### src/iclc_defines.vh
`ifndef ICLC_DEFINES_VH
`define ICLC_DEFINES_VH
// ----------------------------------------
// Port addresses and unlock keys
// ----------------------------------------
`define ICLC_INDEX_PORT    16'h0302
`define ICLC_DATA_PORT     16'h0303
`define ICLC_KEY_A         8'h46
`define ICLC_KEY_B         8'h57
// ----------------------------------------
// Register indices and fields
// ----------------------------------------
`define ICLC_IDX_DEVSEL    8'h07
`define ICLC_IDX_LAMP      8'hf0
`define ICLC_LAMP_BIT      3
`define ICLC_DEV_LAMP      8'h01
`define ICLC_DEVSEL_RST    8'h00
`define ICLC_LAMP_RST      8'h00
// ----------------------------------------
// Timing
// ----------------------------------------
`define ICLC_BLINK_MS      250
`define ICLC_CLK_KHZ       100000
`define ICLC_BLINK_CYC     (`ICLC_BLINK_MS * `ICLC_CLK_KHZ)
`endif

### src/iclc_blink.v
`timescale 1ns/100ps
// ----------------------------------------
// Free running blink divider
// ----------------------------------------
module iclc_blink #(
	parameter HALF_PERIOD = 25000000
) (
	// Clocking
	clk,
	rst,
	ce,
	// Output
	blink
);
	input  wire clk;
	input  wire rst;
	input  wire ce;
	output reg  blink;

	reg [31:0] cnt_reg;

	always @(posedge clk or posedge rst) begin
		if (rst) begin
			cnt_reg <= 32'h00000000;
			blink   <= 1'b0;
		end else if (ce) begin
			if (cnt_reg >= HALF_PERIOD - 1) begin
				cnt_reg <= 32'h00000000;
				blink   <= ~blink;
			end else begin
				cnt_reg <= cnt_reg + 32'h00000001;
			end
		end
	end
endmodule // iclc_blink

### src/iclc_lamp_ctrl.v
`timescale 1ns/100ps
`include "iclc_defines.vh"
module iclc_lamp_ctrl #(
	parameter BLINK_HALF = `ICLC_BLINK_CYC
) (
	// Clocking
	clk,
	rst,
	ce,
	// Host I/O port access
	io_addr,
	io_wdata,
	io_wr,
	io_rd,
	io_rdata,
	// Board status
	boot_active,
	boot_done,
	fw_error_reset,
	disk_busy,
	green_lamp_line,
	green_two_line,
	// Lamps
	front_lamp_one_red,
	front_lamp_one_green,
	front_lamp_two_red,
	front_lamp_two_green,
	config_open
);
	input  wire        clk;
	input  wire        rst;
	input  wire        ce;
	input  wire [15:0] io_addr;
	input  wire [7:0]  io_wdata;
	input  wire        io_wr;
	input  wire        io_rd;
	output reg  [7:0]  io_rdata;
	input  wire        boot_active;
	input  wire        boot_done;
	input  wire        fw_error_reset;
	input  wire        disk_busy;
	input  wire        green_lamp_line;
	input  wire        green_two_line;
	output reg         front_lamp_one_red;
	output reg         front_lamp_one_green;
	output reg         front_lamp_two_red;
	output reg         front_lamp_two_green;
	output reg         config_open;

	// ----------------------------------------
	// Unlock sequencer
	// ----------------------------------------
	localparam ST_LOCKED  = 2'd0;
	localparam ST_HALF_IN = 2'd1;
	localparam ST_OPEN    = 2'd2;
	localparam ST_HALF_OUT = 2'd3;

	reg [1:0] state_reg;
	reg [1:0] state_next;
	reg [7:0] index_reg;
	reg [7:0] devsel_reg;
	reg [7:0] lamp_reg;
	reg       err_latch_reg;
	wire      blink;
	wire      idx_wr;
	wire      dat_wr;
	wire      dat_rd;
	wire      is_open;
	wire      hit_devsel;
	wire      hit_lamp;

	// ----------------------------------------
	// Address and index decode
	// ----------------------------------------
	assign idx_wr  = io_wr && (io_addr == `ICLC_INDEX_PORT);
	assign dat_wr  = io_wr && (io_addr == `ICLC_DATA_PORT);
	assign dat_rd  = io_rd && (io_addr == `ICLC_DATA_PORT);
	assign is_open = (state_reg == ST_OPEN) || (state_reg == ST_HALF_OUT);

	// The lamp register answers only while the device number points at the
	// lamp function, so other functions may reuse the same index.
	assign hit_devsel = (index_reg == `ICLC_IDX_DEVSEL);
	assign hit_lamp   = (index_reg == `ICLC_IDX_LAMP) && (devsel_reg == `ICLC_DEV_LAMP);

	// ----------------------------------------
	// Key sequence next state
	// ----------------------------------------
	// Any other index write, except a repeat of the first key, breaks a half-entered key pair.
	always @* begin
		state_next = state_reg;
		if (idx_wr) begin
			case (state_reg)
				ST_LOCKED: begin
					if (io_wdata == `ICLC_KEY_A)
						state_next = ST_HALF_IN;
				end
				ST_HALF_IN: begin
					if (io_wdata == `ICLC_KEY_B)
						state_next = ST_OPEN;
					else if (io_wdata != `ICLC_KEY_A)
						state_next = ST_LOCKED;
				end
				ST_OPEN: begin
					if (io_wdata == `ICLC_KEY_B)
						state_next = ST_HALF_OUT;
				end
				ST_HALF_OUT: begin
					if (io_wdata == `ICLC_KEY_A)
						state_next = ST_LOCKED;
					else if (io_wdata != `ICLC_KEY_B)
						state_next = ST_OPEN;
				end
				default: state_next = ST_LOCKED;
			endcase
		end
	end

	// ----------------------------------------
	// Sequencer state and index latch
	// ----------------------------------------
	// The closing key bytes also land in the index latch; harmless, since neither
	// key value matches a mapped index.
	always @(posedge clk or posedge rst) begin
		if (rst) begin
			state_reg <= ST_LOCKED;
			index_reg <= 8'h00;
		end else if (ce) begin
			state_reg <= state_next;
			if (idx_wr && is_open)
				index_reg <= io_wdata;
		end
	end

	// ----------------------------------------
	// Configuration registers
	// ----------------------------------------
	always @(posedge clk or posedge rst) begin
		if (rst) begin
			devsel_reg <= `ICLC_DEVSEL_RST;
		end else if (ce) begin
			if (dat_wr && is_open && hit_devsel)
				devsel_reg <= io_wdata;
		end
	end

	always @(posedge clk or posedge rst) begin
		if (rst) begin
			lamp_reg <= `ICLC_LAMP_RST;
		end else if (ce) begin
			if (dat_wr && is_open && hit_lamp)
				lamp_reg <= io_wdata;
		end
	end

	// ----------------------------------------
	// Read data
	// ----------------------------------------
	// A closed port reads as zero rather than holding the last value, so a
	// probe before unlocking cannot see register contents.
	always @(posedge clk or posedge rst) begin
		if (rst) begin
			io_rdata <= 8'h00;
		end else if (ce && dat_rd) begin
			if (!is_open) begin
				io_rdata <= 8'h00;
			end else if (hit_devsel) begin
				io_rdata <= devsel_reg;
			end else if (hit_lamp) begin
				io_rdata <= lamp_reg;
			end else begin
				io_rdata <= 8'h00;
			end
		end
	end

	// ----------------------------------------
	// Lamp drivers
	// ----------------------------------------
	iclc_blink #(
		.HALF_PERIOD(BLINK_HALF)
	) u_blink (
		.clk   (clk),
		.rst   (rst),
		.ce    (ce),
		.blink (blink)
	);

	// ----------------------------------------
	// Firmware error latch
	// ----------------------------------------
	// The error indication is held until the forced reset clears it, so a
	// short error pulse still leaves the lamp lit long enough to be seen.
	always @(posedge clk or posedge rst) begin
		if (rst) begin
			err_latch_reg <= 1'b0;
		end else if (ce) begin
			if (fw_error_reset)
				err_latch_reg <= 1'b1;
		end
	end

	// ----------------------------------------
	// Lamp outputs
	// ----------------------------------------
	always @(posedge clk or posedge rst) begin
		if (rst) begin
			front_lamp_one_red   <= 1'b0;
			front_lamp_one_green <= 1'b0;
			front_lamp_two_red   <= 1'b0;
			front_lamp_two_green <= 1'b0;
			config_open          <= 1'b0;
		end else if (ce) begin
			front_lamp_one_red   <= lamp_reg[`ICLC_LAMP_BIT] | fw_error_reset
				| err_latch_reg;
			front_lamp_one_green <= boot_done ? 1'b1 :
				(boot_active ? blink : green_lamp_line);
			front_lamp_two_red   <= disk_busy;
			front_lamp_two_green <= green_two_line;
			config_open          <= (state_next == ST_OPEN) || (state_next == ST_HALF_OUT);
		end
	end
endmodule // iclc_lamp_ctrl

### config.mk
export PLATFORM = sky130hd
export DESIGN_NAME = iclc_lamp_ctrl
export DESIGN_NICKNAME = d
export VERILOG_FILES = /design/src/iclc_blink.v /design/src/iclc_lamp_ctrl.v
export VERILOG_INCLUDE_DIRS = /design/src
export SDC_FILE = /design/constraint.sdc
export NUM_CORES = 1
export LEC_CHECK = 0
export CORE_AREA = 4 4 113 115
export DETAILED_ROUTE_END_ITERATION = 16
export DIE_AREA = 0 0 117 119
export DONT_BUFFER_PORTS = 1
export GPL_ROUTABILITY_DRIVEN = 1
export REMOVE_ABC_BUFFERS = 1
export SETUP_SLACK_MARGIN = 0.3
export SYNTH_ARGS = -nofsm -noshare
export SYNTH_HDL_FRONTEND = slang
export SYNTH_SLANG_ARGS = --single-unit
### constraint.sdc
create_clock -name clk -period 4.5 [get_ports clk]
set_input_delay 0.9 -clock clk [delete_from_list [all_inputs] [get_ports clk]]
set_output_delay 0.9 -clock clk [all_outputs]
set_load 0.02 [all_outputs]
==> report_table.html <==
<table>
<tr><th>Metric</th><th>Value</th></tr>
<tr><th colspan="2">Status</th></tr>
<tr><td>Outcome</td><td>completed</td></tr>
<tr><th colspan="2">Timing</th></tr>
<tr><td>Max-slew violation count</td><td>0</td></tr>
<tr><td>Setup slack after layout</td><td>around 2.1 ns</td></tr>
<tr><td>Maximum clock skew at final layout</td><td>between 0.004 and 0.005 ns</td></tr>
<tr><td>Final critical path time including I/O delays and setup</td><td>roughly 2.4 ns</td></tr>
<tr><td>Part of the cycle the worst path needs</td><td>53.9%</td></tr>
<tr><td>Least-Margin Pin Slew</td><td>~1 ns</td></tr>
<tr><td>Relative slew margins</td><td>about a third</td></tr>
<tr><td>Final hold viol count</td><td>0</td></tr>
<tr><td>Post-route worst hold slack</td><td>approximately 0.46 ns</td></tr>
<tr><td>Achievable clock frequency</td><td>approximately 410 MHz</td></tr>
<tr><td>Total of endpoints with negative setup slack in the final report</td><td>0</td></tr>
<tr><td>Unrepaired setup endpoints after global routing</td><td>false</td></tr>
<tr><td>Setup tns final</td><td>0 ns</td></tr>
<tr><th colspan="2">Critical path</th></tr>
<tr><td>Cells on worst reg2reg path</td><td>5</td></tr>
<tr><td>Required time at the worst-slack endpoint</td><td>between 4 and 5 ns</td></tr>
<tr><td>Highest cell delay on the worst timing path</td><td>0.50 ns</td></tr>
<tr><td>Worst Setup Start Kind</td><td>input pin</td></tr>
<tr><td>Setup Crit Path Kind</td><td>in2reg</td></tr>
<tr><td>Slack of the worst reg-to-reg path</td><td>around 2.2 ns</td></tr>
<tr><td>Critical path buffer and inverter count</td><td>0</td></tr>
<tr><td>Family of cells with the greatest summed delay on the critical path</td><td>simple AND/OR/NAND/NOR gates</td></tr>
<tr><td>Critical R2R Launch</td><td>devsel_reg[2]</td></tr>
<tr><td>Arrival time worst endpoint</td><td>2.64 ns</td></tr>
<tr><td>Critical path endpoint category</td><td>flip-flop</td></tr>
<tr><td>Cell-by-cell trace of the critical path</td><td>nor4b_1 &gt; nand4_1 &gt; or3_1 &gt; nor2_4 &gt; mux2_2</td></tr>
<tr><td>Launching element of the worst setup path</td><td>io_addr[3]</td></tr>
<tr><td>Crit-path max FO</td><td>8</td></tr>
<tr><td>End of the worst register-to-register path</td><td>lamp_reg[7]</td></tr>
<tr><td>Crit path capture</td><td>lamp_reg[7]</td></tr>
<tr><td>Cell depth of the worst setup path</td><td>5</td></tr>
<tr><td>Cell with the largest stage delay on the worst path</td><td>sky130_fd_sc_hd__or3_1</td></tr>
<tr><th colspan="2">Global routing</th></tr>
<tr><td>Total gr overflow</td><td>0</td></tr>
<tr><td>Pin count of the biggest net entering global routing</td><td>49</td></tr>
<tr><td>Global-route wire length before repair</td><td>12700 um</td></tr>
<tr><td>Global routing usage summed across all routing layers</td><td>between 10% and 20%</td></tr>
<tr><td>Vias in the first global route</td><td>~2500</td></tr>
<tr><td>Antenna violations before repair</td><td>0</td></tr>
<tr><th colspan="2">Finish</th></tr>
<tr><td>Signed area change from the synthesized netlist to the final layout</td><td>12.2%</td></tr>
<tr><td>Most frequent cells in the layout</td><td>73 x sky130_fd_sc_hd__dfrtp_1, 38 x sky130_fd_sc_hd__nor2_1, 27 x sky130_fd_sc_hd__mux2_2</td></tr>
<tr><td>Number of flip-flops under the largest register name</td><td>32</td></tr>
<tr><td>Register cell area after layout</td><td>around 1800 um2</td></tr>
<tr><td>Multi-input logic area</td><td>around 1500 um2</td></tr>
<tr><td>Most common cell after layout, fill and taps aside</td><td>sky130_fd_sc_hd__dfrtp_1</td></tr>
<tr><td># fillers</td><td>between 1000 and 1500</td></tr>
<tr><td>Diode insertion count for antenna repair</td><td>0</td></tr>
<tr><td>Final net count</td><td>roughly 360</td></tr>
<tr><td>Ratio of cells with drive above 1 in the final layout</td><td>~16%</td></tr>
<tr><td>Post-route insts no fill</td><td>477</td></tr>
<tr><th colspan="2">Route</th></tr>
<tr><td>Starting DRT DRC Count</td><td>between 100 and 150</td></tr>
<tr><td>Number of iterations in the first detailed-routing pass</td><td>4</td></tr>
<tr><td>Via count</td><td>between 2000 and 2500</td></tr>
<tr><td>Remaining antenna violation count</td><td>0</td></tr>
<tr><td>DR WL/cell</td><td>15.5 um</td></tr>
<tr><td>Remaining routing DRC violations</td><td>0</td></tr>
<tr><td>Post-detailed-routing wire length</td><td>between 7000 and 8000 um</td></tr>
<tr><td>Vias per cell</td><td>~5.1</td></tr>
<tr><th colspan="2">Floorplanning</th></tr>
<tr><td>Area enclosed by the die boundary</td><td>approximately 14000 um2</td></tr>
<tr><td>Floorplan core area</td><td>approximately 12000 um2</td></tr>
<tr><td>Starting utilization of the core area</td><td>~29%</td></tr>
<tr><td>Die W</td><td>117 um</td></tr>
<tr><td>Die Height</td><td>119 um</td></tr>
<tr><td>Count of pins on the block boundary</td><td>48</td></tr>
<tr><td>Number of core rows</td><td>40</td></tr>
<tr><th colspan="2">Power and ir drop</th></tr>
<tr><td>Switching power share of the total</td><td>roughly 22%</td></tr>
<tr><td>Clock share of power</td><td>46.7%</td></tr>
<tr><td>Internal Dissipation</td><td>between 1 and 1.5 mW</td></tr>
<tr><td>Worst voltage drop across the vdd grid</td><td>0.259 mV</td></tr>
<tr><td>Comb pwr share</td><td>between 5 and 6%</td></tr>
<tr><td>P_leak</td><td>around 1.7 nW</td></tr>
<tr><td>Power density normalized to cell area</td><td>385 nW/um2</td></tr>
<tr><td>Share of power burned in registers</td><td>47.8%</td></tr>
<tr><td>Sw power</td><td>336 uW</td></tr>
<tr><th colspan="2">Synth</th></tr>
<tr><td>Synth unique cells</td><td>48</td></tr>
<tr><td>Total of warnings raised by yosys</td><td>0</td></tr>
<tr><td>Average size of a mapped cell</td><td>approximately 11 um2</td></tr>
<tr><td>Flops &amp; latches, synth</td><td>73</td></tr>
<tr><td>Netlist Area Pre-Place</td><td>approximately 3500 um2</td></tr>
<tr><td>Number of cells produced by synthesis</td><td>about 320</td></tr>
<tr><td>Seq/Total Area, Yosys</td><td>52.7%</td></tr>
<tr><th colspan="2">CTS</th></tr>
<tr><td>Number of sinks on the clock net</td><td>73</td></tr>
<tr><td>Clock H-tree levels</td><td>3</td></tr>
<tr><td>Clock buffer count from CTS</td><td>9</td></tr>
<tr><td>TritonCTS clock tree</td><td>done</td></tr>
<tr><td>Number of buffers added to fix hold violations after cts</td><td>0</td></tr>
<tr><td>Clock slew seen by the registers of the worst setup and hold paths</td><td>~0.060 ns</td></tr>
<tr><td>Buffer type at the clock tree root</td><td>sky130_fd_sc_hd__clkbuf_16</td></tr>
<tr><td>Clk buf depth</td><td>2</td></tr>
<tr><td>Post-CTS sizing</td><td>0</td></tr>
<tr><td>Worst-skew pair later-pin latency</td><td>about 0.33 ns</td></tr>
<tr><td>Post-CTS setup buffers</td><td>0</td></tr>
<tr><th colspan="2">Place</th></tr>
<tr><td>Pre-CTS worst setup slack</td><td>~1.7 ns</td></tr>
<tr><td>Placed insts</td><td>about 460</td></tr>
<tr><td>Quantity of I/O buffers inserted on ports</td><td>0</td></tr>
<tr><td>Routability cong.</td><td>about 0.78</td></tr>
<tr><td>HPWL after DPL</td><td>5230 um</td></tr>
<tr><th colspan="2">Flow run</th></tr>
<tr><td>Max-capacitance violation count</td><td>0</td></tr>
<tr><th colspan="2">Hold path</th></tr>
<tr><td>Hold/Removal Path Class</td><td>reg2reg</td></tr>
</table>
## cells in the mapped netlist (all sizes together)
master   count  area [um2]
clkbuf       5        18.8
and2         2        12.5
nand2       26         100
and4         3        26.3
a22oi        8        60.1
xnor2       17         149
a211oi       1        7.51
ha           1        12.5
nor2b        3        18.8
o21ai       11        55.1
a41oi        1        8.76
a31oi        4        25.0
nor3b        1        7.51
inv          8        30.0
a2111o       1        11.3
nor4         7        58.8
buf          7        47.5
mux2        27         304
nor4bb       2        20.0
nand4b       3        26.3
dfrtp       73        1830
and3         3        18.8
o2bb2ai      1        8.76
nor4b        1        8.76
nor2        41         171
or4          5        37.5
mux2i        3        30.0
o21bai       1        7.51
or2          2        12.5
nand2b       1        6.26
or3          1        6.26
o22ai        1        6.26
nand4       11        75.1
nand3       11        55.1
nor3        14        75.1
a21o         1        7.51
a21oi        8        43.8
xor2         7        61.3
nand4bb      1        11.3
## worst reg2reg max path: stages (launching register included)
cell	delay (ns)
sky130_fd_sc_hd__dfrtp_1	0.40
sky130_fd_sc_hd__or4_1	0.59
sky130_fd_sc_hd__nor4_4	0.52
sky130_fd_sc_hd__nand2_2	0.13
sky130_fd_sc_hd__nor2_4	0.23
sky130_fd_sc_hd__mux2_2	0.37
## cell type report
class / instances / share of cell area [%]
tap: 147 / 4.73
timing repair buffer: 2 / 0.386
sequential: 73 / 46.9
clock buffer: 13 / 6.43
clock inverter: 3 / 1.03
inverter: 8 / 0.771
multi-input combinational: 231 / 39.7
## per-layer routing
layer	part of all wire, %	global-route usage [%]	up-vias
met4	2.9	5.23	0
met3	5.1	3.51	15
li1	-	-	1158
met1	46	15.6	1189
met2	46	17.1	61
met5	0	0	-
## stage by stage
step / utilization (%) / instance area [um2] / power, mW
detailed placement: 30.5 / 3600 / 0.810
global placement: 30.5 / 3600 / 0.805
global route: 33.0 / 3890 / 1.56
CTS: 33.0 / 3890 / 1.51
floorplan: - / 3400 / 0.787
finish: 33.0 / 3890 / 1.50
## power groups by stage
stage                     Combinational [mW]  Clock [mW]  Sequential (mW)
after floorplan                       0.0676           0            0.720
after global placement                0.0802           0            0.725
after detailed placement              0.0834           0            0.726
after CTS                             0.0839       0.713            0.716
after global routing                  0.0948       0.746            0.722
final                                 0.0818       0.699            0.716
## how the worst min path moves through the flow
stage / startpoint / endpoint / slack [ns] / cells past startpoint
floorplan: err_latch_reg / err_latch_reg / 0.42 / 1
global placement: err_latch_reg / err_latch_reg / 0.44 / 1
detailed placement: err_latch_reg / err_latch_reg / 0.45 / 1
CTS: err_latch_reg / err_latch_reg / 0.46 / 1
global route: u_blink.blink / u_blink.blink / 0.49 / 1
finish: err_latch_reg / err_latch_reg / 0.46 / 1
## logic make-up after synthesis
family / Yosys count / synth area share [%]
muxes: 30 / 9.63
xor gates and xnor gates: 24 / 6.06
DFF: 73 / 52.7
and+or+nand+nor: 138 / 21.6
buffers and inverters: 20 / 2.78
adders and majority gates: 1 / 0.361
AOI/OAI and AO/OA: 38 / 6.96
No activity file was read; power rests on OpenSTA's default activity.
